<file path="src/event_recorder_pkg.sv">
// Shared constants and types of the event recorder
package event_recorder_pkg;

  // ==========================================================================
  // Clock and timing
  localparam int CLK_HZ         = 25_000_000;
  localparam int SCAN_US        = 125;
  localparam int SCAN_CYCLES    = (CLK_HZ / 1_000_000) * SCAN_US;
  localparam int DEBOUNCE_US    = 4000;
  // One extra scan so a pulse just under the limit can never reach it
  localparam int DEBOUNCE_SCANS = (DEBOUNCE_US + SCAN_US - 1) / SCAN_US + 1;
  localparam int TICK_MS        = 1;
  localparam int TICK_CYCLES    = (CLK_HZ / 1000) * TICK_MS;
  localparam int CHATTER_MS     = 100;
  localparam int CHATTER_COUNT  = 4;

  // ==========================================================================
  // Widths and sizes
  localparam int NUM_CH      = 16;
  localparam int ID_W        = 4;
  localparam int TIME_W      = 16;
  localparam int DATA_W      = 16;
  localparam int ADDR_W      = 7;
  localparam int BUF_EVENTS  = 32;
  localparam int BUF_WORDS   = 64;
  localparam int REC_W       = 2 * DATA_W;
  localparam int FIFO_DEPTH  = 2;

  // ==========================================================================
  // Register word addresses
  localparam logic [6:0] ADDR_MASK     = 7'h00;
  localparam logic [6:0] ADDR_CTRL     = 7'h01;
  localparam logic [6:0] ADDR_TIME     = 7'h02;
  localparam logic [6:0] ADDR_STATUS   = 7'h03;
  localparam logic [6:0] ADDR_CHATTER  = 7'h04;
  localparam logic [6:0] ADDR_INPUTS   = 7'h05;
  localparam logic [6:0] ADDR_BUF_BASE = 7'h40;

  // ==========================================================================
  // Field positions and reset values
  localparam int CTRL_POLICY_BIT = 0;
  localparam int STAT_OVF_BIT    = 8;
  localparam int STAT_BANK_BIT   = 9;
  localparam int ID_STATE_BIT    = 4;
  localparam int ID_CHAT_BIT     = 5;
  localparam logic [15:0] MASK_RST = 16'h0000;
  localparam logic [15:0] CTRL_RST = 16'h0000;
  localparam logic [15:0] TIME_RST = 16'h0000;

  typedef logic [REC_W-1:0] record_t;

endpackage

</file>
<file path="src/rec_stream_if.sv">
// Valid/ready record stream between the recorder's own modules
`timescale 1ns/1ps
interface rec_stream_if #(parameter int W = 32);
  logic         valid;
  logic         ready;
  logic [W-1:0] data;
  modport src (output valid, output data, input ready);
  modport snk (input valid, input data, output ready);
endinterface // rec_stream_if

</file>
<file path="src/rec_fifo.sv">
// Small valid/ready FIFO holding event records
`timescale 1ns/1ps
module rec_fifo #(
  parameter int WIDTH = 32,
  parameter int DEPTH = 2
) (
  input wire logic   clk,   // System clock
  input wire logic   rst_n, // Async reset, active low
  rec_stream_if.snk  inp,   // Filling side
  rec_stream_if.src  outp   // Draining side
);
  localparam int PW = $clog2(DEPTH);
  localparam int CW = $clog2(DEPTH + 1);

  if (DEPTH < 2 || WIDTH < 1) begin : g_bad
    $error("rec_fifo needs DEPTH of at least two");
  end

  // ==========================================================================
  // Storage and pointers
  logic [WIDTH-1:0] store [DEPTH];
  logic [PW-1:0]    wrPtr_q, wrPtr_d;
  logic [PW-1:0]    rdPtr_q, rdPtr_d;
  logic [CW-1:0]    count_q, count_d;
  logic             push;
  logic             pop;

  function automatic logic [PW-1:0] nextPtr(input logic [PW-1:0] p);
    return (p == PW'(DEPTH - 1)) ? '0 : PW'(p + 1'b1);
  endfunction

  // Honest full and empty straight from the occupancy count
  assign inp.ready  = (count_q != CW'(DEPTH));
  assign outp.valid = (count_q != '0);
  assign outp.data  = store[rdPtr_q];
  assign push       = inp.valid && inp.ready;
  assign pop        = outp.valid && outp.ready;

  // Pointer and count update
  always_comb begin
    wrPtr_d = push ? nextPtr(wrPtr_q) : wrPtr_q;
    rdPtr_d = pop ? nextPtr(rdPtr_q) : rdPtr_q;
    count_d = count_q;
    if (push && !pop) begin
      count_d = CW'(count_q + 1'b1);
    end else if (pop && !push) begin
      count_d = CW'(count_q - 1'b1);
    end
  end

  always_ff @(posedge clk or negedge rst_n) begin
    if (!rst_n) begin
      wrPtr_q <= '0;
      rdPtr_q <= '0;
      count_q <= '0;
    end else begin
      wrPtr_q <= wrPtr_d;
      rdPtr_q <= rdPtr_d;
      count_q <= count_d;
    end
  end

  // Data words need no reset
  always_ff @(posedge clk) begin
    if (push) begin
      store[wrPtr_q] <= inp.data;
    end
  end

endmodule // rec_fifo

</file>
<file path="src/event_recorder_module.sv">
// Sixteen-channel debounced event recorder with two alternating buffers
`timescale 1ns/1ps
module event_recorder_module #(
  parameter int NUM_CH      = event_recorder_pkg::NUM_CH,
  parameter int MS_CYCLES   = event_recorder_pkg::TICK_CYCLES,
  parameter int SCAN_CYCLES = event_recorder_pkg::SCAN_CYCLES
) (
  input  wire logic              sys_clk,   // System clock, 25 MHz
  input  wire logic              arst_n,    // Async reset, active low
  input  wire logic [NUM_CH-1:0] fieldIn,   // Field input states
  input  wire logic [6:0]        busAddr,   // Register word address
  input  wire logic [15:0]       busWrData, // Write data
  input  wire logic              busWr,     // Write strobe
  input  wire logic              busRd,     // Read strobe
  output logic      [15:0]       busRdData  // Read data, cycle after strobe
);
  localparam int MS_W  = $clog2(MS_CYCLES + 1);
  localparam int DEB_W = $clog2(event_recorder_pkg::DEBOUNCE_SCANS + 1);
  localparam int AGE_W = $clog2(event_recorder_pkg::CHATTER_MS + 1);
  localparam int CNT_W = $clog2(event_recorder_pkg::CHATTER_COUNT + 1);
  localparam int EV_W  = $clog2(event_recorder_pkg::BUF_EVENTS + 1);
  localparam int SC_W  = $clog2(SCAN_CYCLES);
  localparam logic [SC_W-1:0] SCAN_LAST = SC_W'(SCAN_CYCLES - 1);
  localparam logic [DEB_W-1:0] DEB_LIMIT =
    DEB_W'(event_recorder_pkg::DEBOUNCE_SCANS);
  localparam logic [AGE_W-1:0] AGE_LIMIT =
    AGE_W'(event_recorder_pkg::CHATTER_MS);
  localparam logic [CNT_W-1:0] CNT_LIMIT =
    CNT_W'(event_recorder_pkg::CHATTER_COUNT);
  localparam logic [EV_W-1:0] EV_LIMIT =
    EV_W'(event_recorder_pkg::BUF_EVENTS);

  if (NUM_CH < 1 || NUM_CH > 16 || MS_CYCLES < 2 ||
      SCAN_CYCLES < 2) begin : g_bad
    $error("event_recorder_module: NUM_CH 1..16, MS/SCAN_CYCLES >= 2");
  end

  // ==========================================================================
  // Register strobes
  logic mskWr, ctlWr, timeWr, statRd, chatRd;
  assign mskWr  = busWr && (busAddr == event_recorder_pkg::ADDR_MASK);
  assign ctlWr  = busWr && (busAddr == event_recorder_pkg::ADDR_CTRL);
  assign timeWr = busWr && (busAddr == event_recorder_pkg::ADDR_TIME);
  assign statRd = busRd && (busAddr == event_recorder_pkg::ADDR_STATUS);
  assign chatRd = busRd && (busAddr == event_recorder_pkg::ADDR_CHATTER);

  // ==========================================================================
  // Scan period, millisecond tick and time of day
  logic [SC_W-1:0]   scanCnt_q, scanCnt_d;
  logic [MS_W-1:0]   msCnt_q, msCnt_d;
  logic [15:0]       time_q, time_d;
  logic              scanTick, msTick;

  assign scanTick = (scanCnt_q == SCAN_LAST);
  assign msTick   = (msCnt_q == MS_W'(MS_CYCLES - 1));

  // Time write also restarts the prescaler so all modules tick together
  always_comb begin
    scanCnt_d = scanTick ? '0 : SC_W'(scanCnt_q + 1'b1);
    msCnt_d   = (timeWr || msTick) ? '0 : MS_W'(msCnt_q + 1'b1);
    time_d    = time_q;
    if (timeWr) begin
      time_d = busWrData;
    end else if (msTick) begin
      time_d = 16'(time_q + 1'b1);
    end
  end

  always_ff @(posedge sys_clk or negedge arst_n) begin
    if (!arst_n) begin
      scanCnt_q <= '0;
      msCnt_q   <= '0;
      time_q    <= event_recorder_pkg::TIME_RST;
    end else begin
      scanCnt_q <= scanCnt_d;
      msCnt_q   <= msCnt_d;
      time_q    <= time_d;
    end
  end

  // ==========================================================================
  // Control registers
  logic [NUM_CH-1:0] mask_q, mask_d;
  logic [15:0]       ctrl_q, ctrl_d;
  logic              policyCount;

  always_comb begin
    mask_d = mskWr ? busWrData[NUM_CH-1:0] : mask_q;
    ctrl_d = ctlWr ? busWrData : ctrl_q;
  end

  always_ff @(posedge sys_clk or negedge arst_n) begin
    if (!arst_n) begin
      mask_q <= event_recorder_pkg::MASK_RST[NUM_CH-1:0];
      ctrl_q <= event_recorder_pkg::CTRL_RST;
    end else begin
      mask_q <= mask_d;
      ctrl_q <= ctrl_d;
    end
  end

  assign policyCount = ctrl_q[event_recorder_pkg::CTRL_POLICY_BIT];

  // ==========================================================================
  // Debounce: a change must persist across the full filter window
  logic [DEB_W-1:0]  debCnt_q [NUM_CH];
  logic [DEB_W-1:0]  debCnt_d [NUM_CH];
  logic [NUM_CH-1:0] stable_q, stable_d, chg;

  // Sampled once per scan, so pulses between scans are also ignored
  always_comb begin
    for (int i = 0; i < NUM_CH; i++) begin
      debCnt_d[i] = debCnt_q[i];
      stable_d[i] = stable_q[i];
      chg[i]      = 1'b0;
      if (scanTick) begin
        if (fieldIn[i] == stable_q[i]) begin
          debCnt_d[i] = '0;
        end else if (DEB_W'(debCnt_q[i] + 1'b1) == DEB_LIMIT) begin
          debCnt_d[i] = '0;
          stable_d[i] = fieldIn[i];
          chg[i]      = 1'b1;
        end else begin
          debCnt_d[i] = DEB_W'(debCnt_q[i] + 1'b1);
        end
      end
    end
  end

  always_ff @(posedge sys_clk or negedge arst_n) begin
    if (!arst_n) begin
      stable_q <= '0;
      for (int i = 0; i < NUM_CH; i++) begin
        debCnt_q[i] <= '0;
      end
    end else begin
      stable_q <= stable_d;
      debCnt_q <= debCnt_d;
    end
  end

  // ==========================================================================
  // Chatter detection, both policies tracked, selected one applied
  logic [AGE_W-1:0]  age_q [NUM_CH];
  logic [AGE_W-1:0]  age_d [NUM_CH];
  logic [CNT_W-1:0]  nChg_q [NUM_CH];
  logic [CNT_W-1:0]  nChg_d [NUM_CH];
  logic [NUM_CH-1:0] chat_q, chat_d;
  logic              swap;

  // Set wins over the clear-on-read of the chatter register
  always_comb begin
    chat_d = chatRd ? '0 : chat_q;
    for (int i = 0; i < NUM_CH; i++) begin
      age_d[i]  = age_q[i];
      nChg_d[i] = swap ? '0 : nChg_q[i];
      if (msTick && age_q[i] != AGE_LIMIT) begin
        age_d[i] = AGE_W'(age_q[i] + 1'b1);
      end
      if (chg[i]) begin
        age_d[i] = '0;
        if (nChg_d[i] != CNT_LIMIT) begin
          nChg_d[i] = CNT_W'(nChg_d[i] + 1'b1);
        end
        if (policyCount) begin
          if (nChg_d[i] == CNT_LIMIT) begin
            chat_d[i] = 1'b1;
          end
        end else if (age_q[i] != AGE_LIMIT) begin
          chat_d[i] = 1'b1;
        end
      end
    end
  end

  // Age starts saturated so a first change is never chatter
  always_ff @(posedge sys_clk or negedge arst_n) begin
    if (!arst_n) begin
      chat_q <= '0;
      for (int i = 0; i < NUM_CH; i++) begin
        age_q[i]  <= AGE_LIMIT;
        nChg_q[i] <= '0;
      end
    end else begin
      chat_q <= chat_d;
      age_q  <= age_d;
      nChg_q <= nChg_d;
    end
  end

  // ==========================================================================
  // Pending changes of enabled channels, emitted lowest channel first
  rec_stream_if #(.W(event_recorder_pkg::REC_W)) recIn ();
  rec_stream_if #(.W(event_recorder_pkg::REC_W)) recOut ();
  logic [NUM_CH-1:0] pend_q, pend_d, pick;
  logic [3:0]        pickId;
  logic [15:0]       idWord;

  function automatic logic [3:0] lowestSet(input logic [NUM_CH-1:0] v);
    logic [3:0] r;
    r = '0;
    for (int i = NUM_CH - 1; i >= 0; i--) begin
      if (v[i]) begin
        r = 4'(i);
      end
    end
    return r;
  endfunction

  assign pickId = lowestSet(pend_q);
  assign pick   = NUM_CH'(1) << pickId;

  // Channel id, new state and chatter flag form the identifier word
  always_comb begin
    idWord                                  = '0;
    idWord[event_recorder_pkg::ID_W-1:0]    = pickId;
    idWord[event_recorder_pkg::ID_STATE_BIT] = stable_q[pickId];
    idWord[event_recorder_pkg::ID_CHAT_BIT]  = chat_q[pickId];
  end

  assign recIn.valid = |pend_q;
  assign recIn.data  = {idWord, time_q};

  // A new change on the channel being emitted stays pending
  always_comb begin
    pend_d = pend_q;
    if (recIn.valid && recIn.ready) begin
      pend_d = pend_q & ~pick;
    end
    pend_d = pend_d | (chg & mask_q);
  end

  always_ff @(posedge sys_clk or negedge arst_n) begin
    if (!arst_n) begin
      pend_q <= '0;
    end else begin
      pend_q <= pend_d;
    end
  end

  rec_fifo #(
    .WIDTH (event_recorder_pkg::REC_W),
    .DEPTH (event_recorder_pkg::FIFO_DEPTH)
  ) u_fifo (
    .clk   (sys_clk),
    .rst_n (arst_n),
    .inp   (recIn),
    .outp  (recOut)
  );

  // ==========================================================================
  // Two banks of 32 records; each record is an id word and a time word
  logic [31:0]     mem [2][event_recorder_pkg::BUF_EVENTS];
  logic            wrBank_q, wrBank_d;
  logic [EV_W-1:0] wrCnt_q, wrCnt_d;
  logic [EV_W-1:0] frzCnt_q, frzCnt_d;
  logic            ovf_q, ovf_d;
  logic            memWe;

  assign swap         = statRd;
  // Writer stalls during the swap so no record straddles it
  assign recOut.ready = !swap;
  assign memWe        = recOut.valid && recOut.ready && (wrCnt_q != EV_LIMIT);

  always_comb begin
    wrBank_d = wrBank_q;
    wrCnt_d  = wrCnt_q;
    frzCnt_d = frzCnt_q;
    ovf_d    = ovf_q;
    if (swap) begin
      wrBank_d = !wrBank_q;
      frzCnt_d = wrCnt_q;
      wrCnt_d  = '0;
      ovf_d    = 1'b0;
    end else if (memWe) begin
      wrCnt_d = EV_W'(wrCnt_q + 1'b1);
    end else if (recOut.valid) begin
      ovf_d = 1'b1; // Full bank: record is dropped
    end
  end

  always_ff @(posedge sys_clk or negedge arst_n) begin
    if (!arst_n) begin
      wrBank_q <= 1'b0;
      wrCnt_q  <= '0;
      frzCnt_q <= '0;
      ovf_q    <= 1'b0;
    end else begin
      wrBank_q <= wrBank_d;
      wrCnt_q  <= wrCnt_d;
      frzCnt_q <= frzCnt_d;
      ovf_q    <= ovf_d;
    end
  end

  always_ff @(posedge sys_clk) begin
    if (memWe) begin
      mem[wrBank_q][wrCnt_q[EV_W-2:0]] <= recOut.data;
    end
  end

  // ==========================================================================
  // Read data path, answered one cycle after the strobe
  logic [15:0] rdData_d, rdData_q;
  logic [4:0]  rdRec;
  logic [31:0] rdWord;

  assign rdRec  = busAddr[5:1];
  assign rdWord = mem[!wrBank_q][rdRec];

  // Unmapped addresses and unwritten records read as zero
  always_comb begin
    rdData_d = '0;
    if (busRd) begin
      if (busAddr >= event_recorder_pkg::ADDR_BUF_BASE) begin
        if (EV_W'(rdRec) < frzCnt_q) begin
          rdData_d = busAddr[0] ? rdWord[15:0] : rdWord[31:16];
        end
      end else begin
        unique case (busAddr)
          event_recorder_pkg::ADDR_MASK:    rdData_d = 16'(mask_q);
          event_recorder_pkg::ADDR_CTRL:    rdData_d = ctrl_q;
          event_recorder_pkg::ADDR_TIME:    rdData_d = time_q;
          event_recorder_pkg::ADDR_STATUS: begin
            rdData_d      = 16'({wrCnt_q, 1'b0});
            rdData_d[event_recorder_pkg::STAT_OVF_BIT]  = ovf_q;
            rdData_d[event_recorder_pkg::STAT_BANK_BIT] = wrBank_q;
          end
          event_recorder_pkg::ADDR_CHATTER: rdData_d = 16'(chat_q);
          event_recorder_pkg::ADDR_INPUTS:  rdData_d = 16'(stable_q);
          default:                          rdData_d = '0;
        endcase
      end
    end
  end

  always_ff @(posedge sys_clk or negedge arst_n) begin
    if (!arst_n) begin
      rdData_q <= '0;
    end else begin
      rdData_q <= rdData_d;
    end
  end

  assign busRdData = rdData_q;

endmodule // event_recorder_module

</file>
<file path="config.mk">
export PLATFORM = sky130hd
export DESIGN_NAME = event_recorder_module
export DESIGN_NICKNAME = d
export VERILOG_FILES = /design/src/event_recorder_pkg.sv /design/src/rec_stream_if.sv /design/src/rec_fifo.sv /design/src/event_recorder_module.sv
export SDC_FILE = /design/constraint.sdc
export NUM_CORES = 2
export LEC_CHECK = 0
export BUFFER_PORTS_ARGS = -buffer_cell sky130_fd_sc_hd__buf_2
export CELL_PAD_IN_SITES_DETAIL_PLACEMENT = 1
export CELL_PAD_IN_SITES_GLOBAL_PLACEMENT = 2
export CORE_ASPECT_RATIO = 1.75
export CORE_UTILIZATION = 30
export DETAILED_ROUTE_END_ITERATION = 16
export PLACE_DENSITY_LB_ADDON = 0.15
export SLEW_MARGIN = 25
export SYNTH_ARGS = -nofsm -noshare
export SYNTH_HDL_FRONTEND = slang
export SYNTH_SLANG_ARGS = --single-unit
</file>
<file path="constraint.sdc">
create_clock -name sys_clk -period 5.45 [get_ports sys_clk]
set_input_delay 1.3625 -clock sys_clk [delete_from_list [all_inputs] [get_ports sys_clk]]
set_output_delay 1.3625 -clock sys_clk [all_outputs]
set_load 0.02 [all_outputs]
</file>
==> impl_metrics.env <==
export IMPL_synthXorXnorAreaFrac=0.0215
export IMPL_crit_arrival_ps=4780
export IMPL_rsz0062_at_grt="no"
export IMPL_ios=59
export IMPL_die_area_um2=262000
export IMPL_cts_max_level=4
export IMPL_synthAdderAreaFrac=0.0175
export IMPL_area_growth_pct=14.6
export IMPL_synthFlopType="edfxtp_1"
export IMPL_synth_top_family_by_area="multiplexers"
export IMPL_place_ws_ps=617
export IMPL_ant_nets=0
export IMPL_fp_row_count=247
export IMPL_clock_sinks=1865
export IMPL_antenna_found_initial=13
export IMPL_grt_max_degree=99
export IMPL_die_h_um=676
export IMPL_cts_resized_gates=0
export IMPL_post_route_min_period_ps=4010
export IMPL_final_common_cell="edfxtp_1"
export IMPL_drt_wl_total_um=236000
export IMPL_cts_made_buffers=185
export IMPL_start_util=0.301
export IMPL_gp_congestion=0.822
export IMPL_setup_viol=0
export IMPL_crit_chain="buf_4 > buf_12 > and2_2 > buf_4 > a22o_1 > a211oi_1 > a21oi_1 > a21oi_1 > o2111ai_1 > and3_1"
export IMPL_yosysTopAreaCellShare=0.560
export IMPL_layout_nets=5138
export IMPL_final_layout_size_suffix_gt1_frac=0.218
export IMPL_die_w_um=387
export IMPL_cts_clk_slew_worst_paths_ps=60
export IMPL_p_leak_nw=31.4
export IMPL_slew_viol_final=0
export IMPL_wl_per_cell_um=27.8
export IMPL_port_buffers=58
export IMPL_synthMuxAreaShare=0.135
export IMPL_p_per_area_nw_per_um2=337
export IMPL_ys_ff_latch=1865
export IMPL_yosys_top_cells_area="edfxtp_1 56%, dfrtp_1 12%, mux4_2 11%"
export IMPL_vias=42842
export IMPL_root_buffer="clkbuf_16"
export IMPL_post_cts_buffers=0
export IMPL_crit_type="in -> reg"
export IMPL_fin_total_pwr_mw=30.0
export IMPL_end_kind="register"
export IMPL_hold_violations=0
export IMPL_hold_class="reg -> reg"
export IMPL_max_slew_margin=0.267
export IMPL_cts_tree="built"
export IMPL_synthesis_nets=4909
export IMPL_synthesis_instances=4757
export IMPL_tns_ps=0
export IMPL_worst_pin_slew_ps=1100
export IMPL_n_fill_cell=26184
export IMPL_hpwl_um=154000
export IMPL_critPathMaxStageDelay_ps=1000
export IMPL_cap_violations=0
export IMPL_max_freq_mhz=249
export IMPL_setup_ws_ps=1440
export IMPL_layout_common_cells="1452 x edfxtp_1, 372 x mux4_2, 365 x nand2_1"
export IMPL_critPathTopFamily="simple AND/OR/NAND/NOR gates"
export IMPL_yosysSeqAreaShare=0.694
export IMPL_ys_async_sr_fraction=0.221
export IMPL_synth_cell_area_um2=77900
export IMPL_finalCritPeriodShare=0.736
export IMPL_ctsHoldBuffers=0
export IMPL_critPathLaunchType="primary input"
export IMPL_synth_edf_count=1452
export IMPL_clock_latency_ps=870
export IMPL_grt_pass1_wl_um=344000
export IMPL_synth_compound_area_share=0.0498
export IMPL_ys_types=64
export IMPL_core_um2=258000
export IMPL_avgSynthCellArea_um2=16.4
export IMPL_cp_slowest_cell="and2_2"
export IMPL_synth_simple_area_share=0.0632
export IMPL_firstDrtPassIters=6
export IMPL_required_ps=6220
export IMPL_track_usage=0.181
export IMPL_clockBufferDepth=4
export IMPL_vdd_drop_max_uv=209
export IMPL_post_route_drc_count=0
export IMPL_critPathMaxFanout=68
export IMPL_vias_per_cell=5.04
export IMPL_cp_buffers_inverters=3
export IMPL_drtIter0Drc=2636
export IMPL_first_global_vias=47008
export IMPL_synthesis_yosys_warnings=0
export IMPL_netlist_top_cell_by_area="edfxtp_1"
export IMPL_status="finished clean"
export IMPL_fin_skew_ps=55.2
export IMPL_grt_ovfl_total=0
[synth_stat cells, types with 30 or more instances]
cell type / n
a211oi_1: 30
a21oi_1: 129
a22o_1: 49
a22oi_1: 63
and3_1: 35
buf_2: 54
clkbuf_1: 101
dfrtp_1: 365
dfstp_2: 48
edfxtp_1: 1452
ha_1: 109
inv_1: 135
mux2_2: 97
mux2i_1: 100
mux4_2: 372
nand2_1: 366
nand2b_1: 33
nand3_1: 88
nand4_1: 58
nor2_1: 367
nor3_1: 51
o21ai_0: 147
o22ai_1: 40
xnor2_1: 73
xor2_1: 118
[final cells by class]
type	count	area [um^2]	share of cell area
multi-input cells	2553	22600	0.253
clock inverters	84	838	0.00940
well taps	3361	4210	0.0471
diodes	8	20.0	0.000224
inverters	135	507	0.00568
repair buffers	246	2020	0.0227
flip-flops and latches	1865	54000	0.605
clock buffers	240	5010	0.0562
[registers in the layout (all words and copies together) (netlist names)]
name and flops:
u_fifo.rdPtr_q 1, scanCnt_q 12, wrBank_q 1, u_fifo.store 44, mask_q 16, debCnt_q 96
age_q 112, busRdData 16, stable_q 16, u_fifo.count_q 2, pend_q 16, time_q 16
frzCnt_q 6, u_fifo.wrPtr_q 1, nChg_q 48, msCnt_q 15, chat_q 16, mem 1408
wrCnt_q 6, ctrl_q 16, ovf_q 1
[metal layers]
layer,wire length (um),part of all wire,global-route usage
met3,6380,0.027,0.0191
met1,92300,0.39,0.209
met2,130000,0.55,0.347
met4,7000,0.030,0.0544
met5,31,0.00013,0
[path summary, 6_finish.rpt]
| kind | from | endpoint | slack [ps] | cells after the start |
|---|---|---|---|---|
| max reg2reg | pend_q[14] | u_fifo.store[0][21] | 1610 | 8 |
| min reg2reg | msCnt_q[0] | msCnt_q[0] | 480 | 1 |
| max | busAddr[2] | busRdData[5] | 1440 | 10 |
| min | msCnt_q[0] | msCnt_q[0] | 480 | 1 |
| max in group asynchronous | arst_n | debCnt_q[40] | 3630 | 2 |
| min in group asynchronous | arst_n | debCnt_q[82] | 550 | 1 |
[cell families (layout without fill, tap and decap cells)]
kind of cell	after synthesis	count (layout)
DFF	1865	1865
and+or+nand+nor	1092	1092
adders and majority gates	109	109
buffers and inverters	339	705
other	0	8
xor gates and xnor gates	191	191
AOI/OAI and AO/OA	592	592
muxes	569	569
[power breakdown]
group	switching [mW]	total [mW]	leakage (nW)	internal, mW
logic	1.02	1.81	9.57	0.785
registers	0.117	15.4	19.0	15.2
clock network	5.63	12.9	2.87	7.23
total	6.77	30.0	31.4	23.2
[stage by stage]
stage	utilization	instance area (um^2)	hold WS, ps	instances
finish	0.345	89200	481	8492
detailed placement	0.323	83300	481	8160
global route	0.345	89200	517	8486
CTS	0.345	89200	489	8484
global placement	0.322	83300	473	8158
floorplan	-	77900	451	4757
No activity file was read; power rests on OpenSTA's default activity.
